[src/rtl/cmc_defs.svh]
`ifndef CMC_DEFS_SVH
`define CMC_DEFS_SVH
// register byte addresses
`define CMC_ADDR_CTRL0      12'h000
`define CMC_ADDR_MODE       12'h004
`define CMC_ADDR_TIMING     12'h008
`define CMC_ADDR_STATUS     12'h00C
// control word 0 fields
`define CMC_C0_INIT_REQUEST       0
`define CMC_C0_SLEEP_REQUEST        1
`define CMC_C0_WAKE_EN      2
`define CMC_C0_SPECIAL      3
`define CMC_C0_RECOVER      4
// mode register fields
`define CMC_MODE_ENABLE     7
`define CMC_MODE_CLKSEL     6
`define CMC_MODE_LOOP       5
`define CMC_MODE_LISTEN     4
`define CMC_MODE_BUSOFF_RECOVERY_POLICY       3
`define CMC_MODE_WFILT      2
`define CMC_MODE_SLEEP_ACKNOWLEDGE      1
`define CMC_MODE_INIT_ACKNOWLEDGE     0
// timing register fields
`define CMC_TIM_SJW_HI      7
`define CMC_TIM_SJW_LO      6
`define CMC_TIM_BRP_HI      5
`define CMC_TIM_BRP_LO      0
// reset values
`define CMC_MODE_RESET      8'h01
`define CMC_TIMING_RESET    8'h00
// wake pulse minimum time in ns, and cycles at 10 ns (least time rounds up)
`define CMC_WAKE_MIN_NS     2000
`define CMC_CLK_NS          10
`define CMC_WAKE_CYCLES     ((`CMC_WAKE_MIN_NS + `CMC_CLK_NS - 1) / `CMC_CLK_NS)
`endif

[src/rtl/cmc_pkg.sv]
package cmc_pkg;
  // mode configuration outputs travelling together
  typedef struct packed {
    logic       enable;
    logic       clk_bus_sel;
    logic       loopback;
    logic       listen_only;
    logic       busoff_manual;
    logic       wake_filter;
    logic [1:0] resync_jump;
    logic [5:0] prescaler;
  } cmc_cfg_type;

  typedef enum logic [1:0] {
    CMC_RUN,
    CMC_INIT,
    CMC_SLEEP
  } cmc_state_type;
endpackage

[src/rtl/cmc_mode_timing.sv]
`timescale 1ns/1ps
`include "cmc_defs.svh"
module cmc_mode_timing #(
  parameter int WAKE_CYCLES = `CMC_WAKE_CYCLES
) (
  input  wire logic               pclk,          // system clock
  input  wire logic               presetn,       // async reset, low
  input  wire logic               psel,          // apb select
  input  wire logic               penable,       // apb enable
  input  wire logic               pwrite,        // apb direction
  input  wire logic [11:0]        paddr,         // apb byte address
  input  wire logic [31:0]        pwdata,        // apb write data
  output logic      [31:0]        prdata,        // apb read data
  output logic                    pready,        // apb ready
  output logic                    pslverr,       // apb error
  input  wire logic               osc_clk_en,    // oscillator clock tick, same domain
  input  wire logic               bus_rx_pin,    // can receive pin, 0 dominant
  input  wire logic               rx_busy,       // engine receiving a frame
  input  wire logic               tx_pending,    // transmit buffers not empty
  input  wire logic               tx_start_req,  // engine wants to start a frame
  input  wire logic               err_cnt_req,   // engine wants to change error counters
  input  wire logic               busoff,        // engine in bus-off
  input  wire logic               busoff_auto_ok,// 128x11 recessive seen
  output cmc_pkg::cmc_cfg_type    cfg,           // registered configuration
  output logic                    tq_tick,       // time quantum pulse
  output logic                    tx_start_ok,   // transmission start allowed
  output logic                    ack_drive_en,  // ack and error frames allowed
  output logic                    err_cnt_en,    // error counters may change
  output logic                    loop_active,   // tx fed into rx internally
  output logic                    busoff_recover,// recovery event pulse
  output logic                    sleep_active,  // sleep mode active
  output logic                    init_active,   // init mode active
  output logic                    wake_event     // bus activity woke the controller
);
  logic [7:0] ctrl0;
  logic [7:0] mode;
  logic [7:0] timing;
  logic       enable_written;
  logic       sleep_acknowledge;
  logic       init_acknowledge;
  logic       rx_s1;
  logic       rx_s2;
  logic [$clog2(WAKE_CYCLES+1)-1:0] wake_cnt;
  logic [5:0] tq_cnt;
  logic       recover_req;

  initial begin
    if (WAKE_CYCLES < 1) $error("WAKE_CYCLES must be at least 1");
  end

  function automatic logic hit(input logic [11:0] a, input logic [11:0] r);
    return a == r;
  endfunction

  // bus decode; every access completes in its first access cycle
  wire wr_en     = psel && penable && pwrite;
  wire hit_c0    = hit(paddr, `CMC_ADDR_CTRL0);
  wire hit_mode  = hit(paddr, `CMC_ADDR_MODE);
  wire hit_tim   = hit(paddr, `CMC_ADDR_TIMING);
  wire hit_stat  = hit(paddr, `CMC_ADDR_STATUS);
  wire mapped    = hit_c0 || hit_mode || hit_tim || hit_stat;
  wire in_init   = ctrl0[`CMC_C0_INIT_REQUEST] && init_acknowledge;
  wire in_sleep  = ctrl0[`CMC_C0_SLEEP_REQUEST] && sleep_acknowledge;
  wire wr_c0     = wr_en && hit_c0;
  wire wr_mode   = wr_en && hit_mode && in_init;
  wire wr_tim    = wr_en && hit_tim && in_init;
  wire en_ok     = ctrl0[`CMC_C0_SPECIAL] || !enable_written;
  wire dominant  = !rx_s2;
  wire wake_hit  = ctrl0[`CMC_C0_WAKE_EN] && in_sleep &&
                   (mode[`CMC_MODE_WFILT] ? (32'(wake_cnt) >= WAKE_CYCLES - 1) && dominant
                                          : dominant);
  // init request cannot drop until acknowledged
  wire next_init_request = (wr_c0 && !(init_acknowledge == 1'b0 && ctrl0[`CMC_C0_INIT_REQUEST]))
                     ? pwdata[`CMC_C0_INIT_REQUEST] : ctrl0[`CMC_C0_INIT_REQUEST];
  wire next_sleep_request  = wake_hit ? 1'b0 : (wr_c0 ? pwdata[`CMC_C0_SLEEP_REQUEST] : ctrl0[`CMC_C0_SLEEP_REQUEST]);

  assign pready  = 1'b1;
  assign pslverr = psel && penable && !mapped;

  // read data is registered so data outputs come from flip-flops
  always_ff @(posedge pclk or negedge presetn) begin
    if (!presetn) begin
      prdata <= 32'h0000_0000;
    end else if (psel && !penable && !pwrite) begin
      prdata <= hit_c0   ? {24'h00_0000, ctrl0} :
                hit_mode ? {24'h00_0000, mode[7:2], sleep_acknowledge, init_acknowledge} :
                hit_tim  ? {24'h00_0000, timing} :
                hit_stat ? {28'h000_0000, busoff, tx_pending, rx_busy, in_sleep} :
                32'h0000_0000;
    end
  end

  // control word 0: requests and wake enable
  always_ff @(posedge pclk or negedge presetn) begin
    if (!presetn) begin
      ctrl0 <= 8'h01;
    end else begin
      ctrl0[`CMC_C0_INIT_REQUEST]  <= next_init_request;
      ctrl0[`CMC_C0_SLEEP_REQUEST]   <= next_sleep_request;
      ctrl0[`CMC_C0_WAKE_EN] <= wr_c0 ? pwdata[`CMC_C0_WAKE_EN] : ctrl0[`CMC_C0_WAKE_EN];
      ctrl0[`CMC_C0_SPECIAL] <= wr_c0 ? pwdata[`CMC_C0_SPECIAL] : ctrl0[`CMC_C0_SPECIAL];
      ctrl0[`CMC_C0_RECOVER] <= wr_c0 && pwdata[`CMC_C0_RECOVER];
      ctrl0[7:5]             <= 3'h0;
    end
  end

  // mode and timing registers, guarded by init mode
  always_ff @(posedge pclk or negedge presetn) begin
    if (!presetn) begin
      mode           <= `CMC_MODE_RESET;
      timing         <= `CMC_TIMING_RESET;
      enable_written <= 1'b0;
    end else begin
      if (wr_mode) begin
        mode[6:2] <= pwdata[6:2];
        if (en_ok) begin
          mode[`CMC_MODE_ENABLE] <= pwdata[`CMC_MODE_ENABLE];
          enable_written         <= 1'b1;
        end
      end
      if (wr_tim) timing <= pwdata[7:0];
    end
  end

  // acknowledge handshakes; init acknowledge follows its request one cycle late, sleep acknowledge waits for an idle bus
  always_ff @(posedge pclk or negedge presetn) begin
    if (!presetn) begin
      init_acknowledge <= 1'b0;
      sleep_acknowledge  <= 1'b0;
    end else begin
      init_acknowledge <= ctrl0[`CMC_C0_INIT_REQUEST];
      if (!ctrl0[`CMC_C0_SLEEP_REQUEST] || wake_hit) sleep_acknowledge <= 1'b0;
      else if (!rx_busy && !tx_pending) sleep_acknowledge <= 1'b1;
    end
  end

  // pin synchroniser and dominant pulse length filter
  always_ff @(posedge pclk or negedge presetn) begin
    if (!presetn) begin
      rx_s1    <= 1'b1;
      rx_s2    <= 1'b1;
      wake_cnt <= '0;
    end else begin
      rx_s1    <= bus_rx_pin;
      rx_s2    <= rx_s1;
      if (!dominant || !in_sleep) wake_cnt <= '0;
      else if (32'(wake_cnt) < WAKE_CYCLES) wake_cnt <= wake_cnt + 1'b1;
    end
  end

  // quantum counter: selected clock tick counted and reloaded at prescaler
  wire src_tick = mode[`CMC_MODE_CLKSEL] ? 1'b1 : osc_clk_en;
  wire run      = mode[`CMC_MODE_ENABLE] && !in_init && !in_sleep;
  always_ff @(posedge pclk or negedge presetn) begin
    if (!presetn) begin
      tq_cnt  <= 6'h00;
      tq_tick <= 1'b0;
    end else begin
      tq_tick <= 1'b0;
      if (!run) tq_cnt <= 6'h00;
      else if (src_tick) begin
        if (tq_cnt >= timing[`CMC_TIM_BRP_HI:`CMC_TIM_BRP_LO]) begin
          tq_cnt  <= 6'h00;
          tq_tick <= 1'b1;
        end else tq_cnt <= tq_cnt + 6'h01;
      end
    end
  end

  // bus-off recovery request latch; manual mode needs software's request
  always_ff @(posedge pclk or negedge presetn) begin
    if (!presetn) begin
      recover_req    <= 1'b0;
      busoff_recover <= 1'b0;
      wake_event     <= 1'b0;
    end else begin
      busoff_recover <= 1'b0;
      if (!busoff) recover_req <= 1'b0;
      else if (ctrl0[`CMC_C0_RECOVER]) recover_req <= 1'b1;
      if (busoff && busoff_auto_ok &&
          (!mode[`CMC_MODE_BUSOFF_RECOVERY_POLICY] || recover_req)) busoff_recover <= 1'b1;
      wake_event <= wake_hit;
    end
  end

  // configuration and mode gates
  assign cfg.enable        = mode[`CMC_MODE_ENABLE];
  assign cfg.clk_bus_sel   = mode[`CMC_MODE_CLKSEL];
  assign cfg.loopback      = mode[`CMC_MODE_LOOP];
  assign cfg.listen_only   = mode[`CMC_MODE_LISTEN];
  assign cfg.busoff_manual = mode[`CMC_MODE_BUSOFF_RECOVERY_POLICY];
  assign cfg.wake_filter   = mode[`CMC_MODE_WFILT];
  assign cfg.resync_jump   = timing[`CMC_TIM_SJW_HI:`CMC_TIM_SJW_LO];  // width is value+1
  assign cfg.prescaler     = timing[`CMC_TIM_BRP_HI:`CMC_TIM_BRP_LO];
  assign loop_active       = mode[`CMC_MODE_LOOP] && run;
  assign ack_drive_en      = run && !mode[`CMC_MODE_LISTEN];
  assign err_cnt_en        = err_cnt_req && !mode[`CMC_MODE_LISTEN];
  assign tx_start_ok       = tx_start_req && run && !mode[`CMC_MODE_LISTEN];
  assign sleep_active      = in_sleep;
  assign init_active       = in_init;

  AST_LISTEN_NO_TX: assert property (@(posedge pclk) disable iff (!presetn)
    mode[`CMC_MODE_LISTEN] |-> !tx_start_ok) else $error("tx started in listen mode");
  AST_LISTEN_NO_ERR: assert property (@(posedge pclk) disable iff (!presetn)
    mode[`CMC_MODE_LISTEN] |-> !err_cnt_en) else $error("error counter moved in listen");
  AST_TIM_GUARD: assert property (@(posedge pclk) disable iff (!presetn)
    !in_init |=> $stable(timing)) else $error("timing changed outside init");
  AST_MODE_GUARD: assert property (@(posedge pclk) disable iff (!presetn)
    !in_init |=> $stable(mode[7:2])) else $error("mode changed outside init");
  AST_INIT_HOLD: assert property (@(posedge pclk) disable iff (!presetn)
    ctrl0[0] && !init_acknowledge |=> ctrl0[0]) else $error("init request dropped early");
  AST_SLP_CLR: assert property (@(posedge pclk) disable iff (!presetn)
    !ctrl0[1] |=> !sleep_acknowledge) else $error("sleep ack kept without request");
  AST_SLP_IDLE: assert property (@(posedge pclk) disable iff (!presetn)
    $rose(sleep_acknowledge) |-> !$past(rx_busy) && !$past(tx_pending)) else $error("sleep ack while busy");
  AST_TQ_GAP: assert property (@(posedge pclk) disable iff (!presetn)
    tq_tick && timing[5:0] != 6'h00 |=> !tq_tick) else $error("quantum tick too close");
  AST_ACK_LISTEN: assert property (@(posedge pclk) disable iff (!presetn)
    mode[4] |-> !ack_drive_en) else $error("ack allowed in listen mode");

  // handshake, wake and gating guards; the engine relies on these levels
  // acknowledge follows a raised request one cycle later
  AST_INIT_ACKNOWLEDGE_SET: assert property (@(posedge pclk) disable iff (!presetn)
    ctrl0[`CMC_C0_INIT_REQUEST] |=> init_acknowledge) else $error("init ack did not follow request");
  // acknowledge drops once the request is gone
  AST_INIT_ACKNOWLEDGE_CLR: assert property (@(posedge pclk) disable iff (!presetn)
    !ctrl0[`CMC_C0_INIT_REQUEST] |=> !init_acknowledge) else $error("init ack kept without request");
  // enable bit only moves inside init mode
  AST_EN_INIT: assert property (@(posedge pclk) disable iff (!presetn)
    !in_init |=> $stable(mode[`CMC_MODE_ENABLE])) else $error("enable moved outside init");
  // once written, enable is locked unless special mode is set
  AST_EN_ONCE: assert property (@(posedge pclk) disable iff (!presetn)
    enable_written && !ctrl0[`CMC_C0_SPECIAL] |=> $stable(mode[`CMC_MODE_ENABLE]))
    else $error("enable rewritten in normal mode");
  // a wake drops both the sleep request and its acknowledge
  AST_SLP_WAKE: assert property (@(posedge pclk) disable iff (!presetn)
    wake_hit |=> !sleep_acknowledge && !ctrl0[`CMC_C0_SLEEP_REQUEST]) else $error("sleep kept after wake");
  // the wake pulse reaches the output one cycle later
  AST_WAKE_PULSE: assert property (@(posedge pclk) disable iff (!presetn)
    wake_hit |=> wake_event) else $error("wake event missing");
  // with wake disabled bus traffic is ignored
  AST_WAKE_OFF: assert property (@(posedge pclk) disable iff (!presetn)
    !ctrl0[`CMC_C0_WAKE_EN] |-> !wake_hit) else $error("wake with wake disabled");
  // no wake outside sleep mode
  AST_WAKE_ASLEEP: assert property (@(posedge pclk) disable iff (!presetn)
    !in_sleep |-> !wake_hit) else $error("wake outside sleep");
  // filtered wake needs the full dominant length
  AST_WFILT_SHORT: assert property (@(posedge pclk) disable iff (!presetn)
    mode[`CMC_MODE_WFILT] && (32'(wake_cnt) < WAKE_CYCLES - 1) |-> !wake_hit)
    else $error("wake on short pulse");
  // unfiltered wake takes any dominant level
  AST_WFILT_ANY: assert property (@(posedge pclk) disable iff (!presetn)
    ctrl0[`CMC_C0_WAKE_EN] && in_sleep && !mode[`CMC_MODE_WFILT] && dominant |-> wake_hit)
    else $error("dominant level did not wake");
  // a busy bus keeps the sleep acknowledge low
  AST_SLP_BUSY: assert property (@(posedge pclk) disable iff (!presetn)
    (rx_busy || tx_pending) && !sleep_acknowledge |=> !sleep_acknowledge) else $error("sleep ack while bus busy");
  // no quantum ticks while disabled, in init or asleep
  AST_TQ_OFF: assert property (@(posedge pclk) disable iff (!presetn)
    !run |=> !tq_tick) else $error("quantum tick while stopped");
  // oscillator source ticks only on oscillator pulses
  AST_OSC_HOLD: assert property (@(posedge pclk) disable iff (!presetn)
    !mode[`CMC_MODE_CLKSEL] && !osc_clk_en |=> !tq_tick) else $error("tick without source");
  // the counter never passes the programmed division
  AST_TQ_CNT: assert property (@(posedge pclk) disable iff (!presetn)
    tq_cnt <= timing[`CMC_TIM_BRP_HI:`CMC_TIM_BRP_LO]) else $error("quantum counter overran");
  // loopback reaches the engine whenever it runs
  AST_LOOP_GATE: assert property (@(posedge pclk) disable iff (!presetn)
    mode[`CMC_MODE_LOOP] && run |-> loop_active) else $error("loopback not active");
  // no acknowledge drive while stopped
  AST_ACK_RUN: assert property (@(posedge pclk) disable iff (!presetn)
    !run |-> !ack_drive_en) else $error("ack allowed while stopped");
  // no transmission start while stopped
  AST_TX_RUN: assert property (@(posedge pclk) disable iff (!presetn)
    !run |-> !tx_start_ok) else $error("tx started while stopped");
  // outside listen mode the counters follow the engine
  AST_ERR_FREE: assert property (@(posedge pclk) disable iff (!presetn)
    err_cnt_req && !mode[`CMC_MODE_LISTEN] |-> err_cnt_en) else $error("error counter blocked");
  // automatic policy recovers as soon as the bus allows
  AST_BO_AUTO: assert property (@(posedge pclk) disable iff (!presetn)
    busoff && busoff_auto_ok && !mode[`CMC_MODE_BUSOFF_RECOVERY_POLICY] |=> busoff_recover)
    else $error("automatic recovery missing");
  // manual policy waits for the software request
  AST_BO_MAN: assert property (@(posedge pclk) disable iff (!presetn)
    mode[`CMC_MODE_BUSOFF_RECOVERY_POLICY] && !recover_req |=> !busoff_recover)
    else $error("recovery without request");
  // no recovery event outside bus-off
  AST_BO_IDLE: assert property (@(posedge pclk) disable iff (!presetn)
    !busoff |=> !busoff_recover) else $error("recovery outside bus-off");
endmodule

[config.mk]
export PLATFORM = sky130hd
export DESIGN_NAME = cmc_mode_timing
export DESIGN_NICKNAME = d
export VERILOG_FILES = /design/src/rtl/cmc_pkg.sv /design/src/rtl/cmc_mode_timing.sv
export VERILOG_INCLUDE_DIRS = /design/src /design/src/rtl
export SDC_FILE = /design/constraint.sdc
export NUM_CORES = 1
export LEC_CHECK = 0
export BUFFER_PORTS_ARGS = -buffer_cell sky130_fd_sc_hd__buf_2
export CAP_MARGIN = 20
export CORE_MARGIN = 2
export CORE_UTILIZATION = 45
export CTS_BUF_LIST = sky130_fd_sc_hd__clkbuf_2 sky130_fd_sc_hd__clkbuf_4 sky130_fd_sc_hd__clkbuf_8
export CTS_CLUSTER_DIAMETER = 60
export DETAILED_ROUTE_END_ITERATION = 12
export PLACE_DENSITY = 0.79
export SLEW_MARGIN = 10
export SYNTH_ARGS = -nofsm -noshare
export SYNTH_HDL_FRONTEND = slang
export SYNTH_SLANG_ARGS = --single-unit
[constraint.sdc]
create_clock -name pclk -period 1.6 [get_ports pclk]
set_input_delay 0.08 -clock pclk [delete_from_list [all_inputs] [get_ports pclk]]
set_output_delay 0.08 -clock pclk [all_outputs]
set_load 0.1 [all_outputs]
==> reports/metrics.cfg, run 1 <==
[timing]
min_period_ns = 1.69
hold_viol = 0
min_period_over_period_pct = 106
setup_viol = 10
rsz0062_at_grt = yes
setup_tns_ns = -0.416
fmax_mhz = 591
layout_setup_ws_ns = -0.0927
fin_skew_ns = 0.00575
slew_viol_final = 0
finalHoldWorstSlack_ns = 0.0103

[placement]
place_area_mm2 = 0.00339
place.gp.congestion = 0.837
portBuffers = 64
hpwl_um = 4850

[cts]
cts.sinks = 50
cts_root_buf = clkbuf_8
insertion_delay_ns = 0.30
cts_buffers = 5
cts_tree = done
clkSlewWorstSetupHoldPaths_ns = 0.09
clock_path_buffers = 2
htree_levels = 2

[cells_and_area]
final_common_cell = buf_2
multi_input_area_mm2 = 0.00144
antenna_cells = 0
fin_nets = 426
layout_common_cells = buf_2, dfrtp_1, buf_4
regArea_mm2 = 0.00128
drive_gt1_share_pct = 49.7
area_growth_pct = 37.3
finalInstanceArea_mm2 = 0.00372
num-fill-cells = 445

[critical_path]
regToRegSetupSlack_ns = -0.04
r2r_cells = 5
r2r-start = ctrl0[0]
worstReg2RegEnd = timing[0]
endpoint_kind = primary output
worstPathRequired_ns = 1.52
startpoint_type = flip-flop
crit_type = reg -> out
arrival_ns = 1.61
cp_max_fo = 4

[status]
status = finished, violations left
violations = negative setup slack

[hold_path]
holdPathStages = 3
hold_path.class = in -> reg
hp-start = pwdata[5]
min_to = timing[5]

[power_and_ir_drop]
p_leak_nw = 1.79
clock_power_share_pct = 31.1
internal_power_mw = 1.69
p_per_area_mw_per_mm2 = 671
p_total_mw = 2.49
p_sw_mw = 0.807
switching_share_pct = 32.3
pwr-share-seq_pct = 50.9
pwr-share-comb_pct = 18.0
vdd_drop_max_uv = 368

[die]
die_h_um = 81.6
die_area_mm2 = 0.00666
rows = 28
io-pin-count = 114
core_area_mm2 = 0.00589
start_util_pct = 46.0
die_x_um = 81.6

[synthesis]
yosysSeqAreaShare_pct = 46.3
synthesis.area_mm2 = 0.00271
ys_types = 46
ys.flop_type = dfrtp_1
synthArstFlopShare_pct = 100
yosysWarnings = 0
synth_edf_count = 0
netlist_instances = 256
yosys_register_bits = 50
avgSynthCellArea_um2 = 10.6

[global_route]
first_global_vias = 2151
grt_pass1_wl_um = 10000
grt_start_max_net_pins = 22
grt_util_all_layers_pct = 19.9
grt_antenna_before_repair = 0
overflow = 0

[drt]
drt_wl_total_um = 6670
vias_per_cell = 5.08
drc = 0
firstDrtPassIters = 4
routedWlPerCell_um = 15.3
drt_first_iter_violations = 125
dr_total_vias = 2220
ant_nets = 0

[flow_run]
cap_violations = 0

==> power by group through the flow <==
| stage | clock network, mW | logic (mW) | registers (mW) |
|---|---|---|---|
| 3_5_place_dp | 0 | 0.437 | 1.30 |
| 4_1_cts | 0.791 | 0.445 | 1.27 |
| 2_1_floorplan | 0 | 0.372 | 1.31 |
| 6_report | 0.777 | 0.449 | 1.27 |
| 5_1_grt | 0.845 | 0.471 | 1.27 |
| 3_3_place_gp | 0 | 0.432 | 1.29 |
==> registers in the layout (all words and copies together) (netlist names), 5 cells and up <==
register	flops
ctrl0	5
cfg	6
tq_cnt	6
prdata	8
timing	8
wake_cnt	8
==> kinds of logic after synthesis <==
| group | count (synthesis) | share of synthesized area (%) |
|---|---|---|
| and+or+nand+nor | 90 | 19.5 |
| DFF | 50 | 46.3 |
| buffers and inverters | 44 | 9.61 |
| AOI/OAI and AO/OA | 40 | 9.79 |
| muxes | 16 | 8.87 |
| adders and majority gates | 8 | 3.70 |
| xor gates and xnor gates | 6 | 1.94 |
| other | 2 | 0.277 |
==> metal layers <==
| layer | part of all wire, % | wire length, um | track usage [%] |
|---|---|---|---|
| met4 | 2.4 | 161 | 7.17 |
| met3 | 5.2 | 348 | 4.40 |
| met2 | 54 | 3610 | 37.6 |
| met5 | 0 | 0 | 0 |
| met1 | 38 | 2550 | 21.8 |
==> per-stage QoR <==
stage,setup slack (ns),instances,util [%]
after floorplan,-0.525,279,-
after global placement,-0.0689,412,57.6
after detailed placement,-0.122,412,57.6
after CTS,-0.0875,434,61.9
after global routing,-0.171,437,63.2
final,-0.0927,437,63.2
==> cells in the mapped netlist (all sizes together), types with 2 or more instances <==
library cell / instances / area, um^2
dfrtp: 47 / 1180
nand2: 30 / 113
buf: 26 / 193
nor2: 18 / 70.1
o21ai: 13 / 65.1
inv: 11 / 41.3
a21oi: 9 / 45.0
mux2: 9 / 120
ha: 8 / 100
clkbuf: 7 / 26.3
nand3: 7 / 47.6
nand4: 7 / 43.8
xor2: 5 / 43.8
a22oi: 4 / 30.0
mux4: 4 / 90.1
nor2b: 4 / 25.0
nor3: 4 / 31.3
o31ai: 4 / 30.0
a31oi: 3 / 18.8
and2: 3 / 18.8
and3: 3 / 18.8
dfstp: 3 / 78.8
mux2i: 3 / 30.0
nand2b: 3 / 18.8
nor4: 3 / 63.8
a22o: 2 / 17.5
conb: 2 / 7.51
nand3b: 2 / 15.0
or2: 2 / 15.0
==> timing repair <==
action                                  CTS  global route
endpoints found under the setup margin   10            18
setup buffers                             9             3
pin swaps                                 7             4
hold buffers                              4             0
gates cloned                              1             0
endpoints found under the hold margin    21             0
gates resized for setup                  11            16
==> worst max path at each step <==
stage / startpoint / end / slack [ns] / depth (start not counted)
global route: init_acknowledge / tx_start_ok / -0.17 / 6
global placement: paddr[5] / cfg[8] / -0.07 / 7
CTS: ctrl0[0] / loop_active / -0.09 / 6
detailed placement: paddr[5] / cfg[13] / -0.12 / 6
finish: ctrl0[0] / tx_start_ok / -0.09 / 6
floorplan: sleep_acknowledge / tx_start_ok / -0.52 / 4
==> final cells by class <==
cell class	instances	share of cell area (%)
Tap cell	75	2.52
Inverter	11	1.24
Clock inverter	2	0.336
Sequential cell	50	34.5
Timing Repair Buffer	108	20.3
Multi-Input combinational cell	185	38.8
Clock buffer	6	2.22
==> worst max-delay path, stage by stage, from the launching register on <==
cell and delay (ns):
dfstp_2 0.57, nand2_4 0.05, buf_6 0.13, nand3b_1 0.19, nor2_4 0.05, and2_4 0.15, buf_12 0.16
Power figures use the tool's default switching activity.
==> run 2: changes to the inputs <==
--- a/config.mk
+++ b/config.mk
@@ -9,11 +9,11 @@
 export BUFFER_PORTS_ARGS = -buffer_cell sky130_fd_sc_hd__buf_2
 export CAP_MARGIN = 20
 export CORE_MARGIN = 2
-export CORE_UTILIZATION = 45
+export CORE_UTILIZATION = 40
 export CTS_BUF_LIST = sky130_fd_sc_hd__clkbuf_2 sky130_fd_sc_hd__clkbuf_4 sky130_fd_sc_hd__clkbuf_8
 export CTS_CLUSTER_DIAMETER = 60
 export DETAILED_ROUTE_END_ITERATION = 12
-export PLACE_DENSITY = 0.79
+export PLACE_DENSITY = 0.71
 export SLEW_MARGIN = 10
 export SYNTH_ARGS = -nofsm -noshare
 export SYNTH_HDL_FRONTEND = slang
==> run 2 against run 1 <==
Net effect:
- the flow still finishes with violations (negative setup slack)
- final area is 0.71% higher
- clock skew shrank 0.0021 ns
- sequential cell count unchanged
- highest routed layer unchanged
- worst hold slack lost 0.0038 ns
- final cell count up 0.69%
- combinational power barely moved
- sequential share of layout area down 0.24 points
- clock-buffer cell count stayed put
- power down 0.45%
- critical endpoint is now loop_active
- non-clock buffer count up 1
==> reports/metrics.cfg, run 2 (same netlist as run 1, synthesis figures left out) <==
[status]
status = finished, violations left
violations = negative setup slack

[global_route]
grt_util_all_layers_pct = 17.3  ; -2.7 points
first_global_vias = 2140  ; -0.51%
grt_start_max_net_pins = 32  ; +45%
grt_antenna_before_repair = 0  ; unchanged
overflow = 0  ; unchanged
grt_pass1_wl_um = 10100  ; +1.2%

[cts]
cts_buffers = 5  ; unchanged
cts_tree = done
cts.sinks = 50  ; unchanged
htree_levels = 2  ; unchanged
clkSlewWorstSetupHoldPaths_ns = 0.09  ; about the same
clock_path_buffers = 2  ; unchanged
insertion_delay_ns = 0.31  ; about the same
cts_root_buf = clkbuf_8

[power_and_ir_drop]
pwr-share-seq_pct = 51.1  ; +0.2 points
clock_power_share_pct = 30.8  ; -0.3 points
pwr-share-comb_pct = 18.1  ; about the same
p_per_area_mw_per_mm2 = 663  ; -1.2%
p_leak_nw = 1.78  ; -0.30%
p_sw_mw = 0.814  ; +0.83%
internal_power_mw = 1.67  ; -1.1%
switching_share_pct = 32.8  ; +0.42 points
vdd_drop_max_uv = 340  ; -7.7%

[timing]
layout_setup_ws_ns = -0.0790  ; +0.0138 ns
finalHoldWorstSlack_ns = 0.00649  ; -0.00379 ns
setup_viol = 11  ; +1
max-slew-margin-rel_pct = 65.6
hold_viol = 0  ; unchanged
fmax_mhz = 596  ; +0.82%
rsz0062_at_grt = yes
fin_skew_ns = 0.00368  ; -0.00208 ns
slew_viol_final = 0  ; unchanged
min_period_over_period_pct = 105  ; -0.86 points
min_period_ns = 1.68  ; -0.0138 ns
tightest_slew_ns = 0.516

[cells_and_area]
finalInstanceArea_mm2 = 0.00375  ; +0.71%
drive_gt1_share_pct = 48.5  ; -1.2 points
final_common_cell = buf_2
largestRegisters = prdata: 8 flops, timing: 8 flops, wake_cnt: 8 flops
fin_nets = 427  ; +0.23%
antenna_cells = 0  ; unchanged
area_growth_pct = 38.3
layout_common_cells = buf_2, dfrtp_1, buf_4

[drt]
drt_first_iter_violations = 116  ; -7.2%
drc = 0  ; unchanged
firstDrtPassIters = 4  ; unchanged
dr_wl_met3_um = 317  ; -8.9%
dr_total_vias = 2173  ; -2.1%
ant_nets = 0  ; unchanged
highest_layer = met4
met2_length_um = 3170  ; -12%
routedWlPerCell_um = 14.3  ; -6.3%
drt_wl_total_um = 6290  ; -5.6%
vias_per_cell = 4.94  ; -2.8%
wl_met1_um = 2660  ; +4.4%

[critical_path]
crit_buf_inv = 2  ; unchanged
startpoint_type = flip-flop
crit_type = reg -> out
cp_cell_sequence = and2_4, nand3b_1, buf_6, nor2_4, buf_12
endpoint_kind = primary output
critPathTopFamily = simple AND/OR/NAND/NOR gates
crit_slowest_cell = dfrtp_1
critPathMaxStageDelay_ns = 0.40  ; -0.17 ns
arrival_ns = 1.60  ; about the same
cp_max_fo = 2  ; -2
worstPathRequired_ns = 1.52  ; about the same

[die]
io-pin-count = 114  ; unchanged
die_x_um = 86.3  ; +5.8%
core_area_mm2 = 0.00646  ; +9.7%
start_util_pct = 41.9  ; -4.1 points
rows = 29  ; +3.6%
die_h_um = 86.3  ; +5.8%
die_area_mm2 = 0.00745  ; +12%

[flow_run]
cap_violations = 0  ; unchanged

[placement]
place_area_mm2 = 0.00342  ; +0.89%
hpwl_um = 4520  ; -6.8%
portBuffers = 64  ; unchanged
place.gp.congestion = 0.816  ; -2.4%

[hold_path]
hold_path.class = in -> reg

run 2: area by class of cell:
class / instances / area [um^2]
fillers: 559 / 2710
multi-input cells: 185 / 1450
flip-flops and latches: 50 / 1280
repair buffers: 109 / 778
well taps: 77 / 96.3
clock buffers: 6 / 76.3
inverters: 11 / 46.3
clock inverters: 2 / 13.8
run 2: power groups by stage:
| stage | Sequential (mW) | Clock, mW | Combinational (mW) |
|---|---|---|---|
| floorplan | 1.31 | 0 | 0.372 |
| global placement | 1.29 | 0 | 0.436 |
| detailed placement | 1.29 | 0 | 0.439 |
| CTS | 1.27 | 0.779 | 0.449 |
| global route | 1.27 | 0.845 | 0.471 |
| finish | 1.27 | 0.764 | 0.450 |
run 2: metal layers:
layer  GRT usage, %  vias to the layer above
met5              0                        -
met3           4.29                       11
met4           5.97                        0
met2           29.0                       63
met1           21.8                     1044
li1               -                     1055
run 2: repair_timing:
| item | in CTS | in global routing |
|---|---|---|
| gates cloned | 1 | 0 |
| pin swaps | 7 | 7 |
| endpoints found under the hold margin | 22 | 0 |
| buffers inserted | 9 | 2 |
| hold buffers | 5 | 0 |
| endpoints found under the setup margin | 18 | 23 |
| resized for setup | 16 | 10 |
run 2: final timing paths:
| path | depth (start not counted) | to | startpoint | slack [ns] |
|---|---|---|---|---|
| setup / recovery | 5 | loop_active | ctrl0[1] | -0.08 |
| hold / removal | 3 | timing[5] | pwdata[5] | 0.006 |
| setup reg to reg | 7 | tq_cnt[1] | timing[0] | -0.05 |
| hold reg to reg | 0 | rx_s2 | rx_s1 | 0.36 |
| max in group asynchronous | 3 | rx_s1 | presetn | 0.72 |
| min in group asynchronous | 2 | prdata[3] | presetn | 0.27 |
run 2: tightest hold or removal path: cells and delay by family:
family                 cells  cell delay (ns)
AO/OA/AOI/OAI              1             0.07
buffers and inverters      1             0.09
AND/OR/NAND/NOR            1             0.04
run 2: through the flow:
stage | utilization, % | worst slack, ns | instances | TNS, ns | power (mW)
after detailed placement | 52.9 | -0.123 | 416 | -0.681 | 1.73
after global routing | 58.0 | -0.143 | 440 | -1.62 | 2.59
after global placement | 52.9 | -0.0923 | 416 | -0.534 | 1.73
after floorplan | - | -0.525 | 279 | -2.15 | 1.68
final | 58.0 | -0.0790 | 440 | -0.469 | 2.48
after CTS | 57.2 | -0.0825 | 439 | -0.453 | 2.50
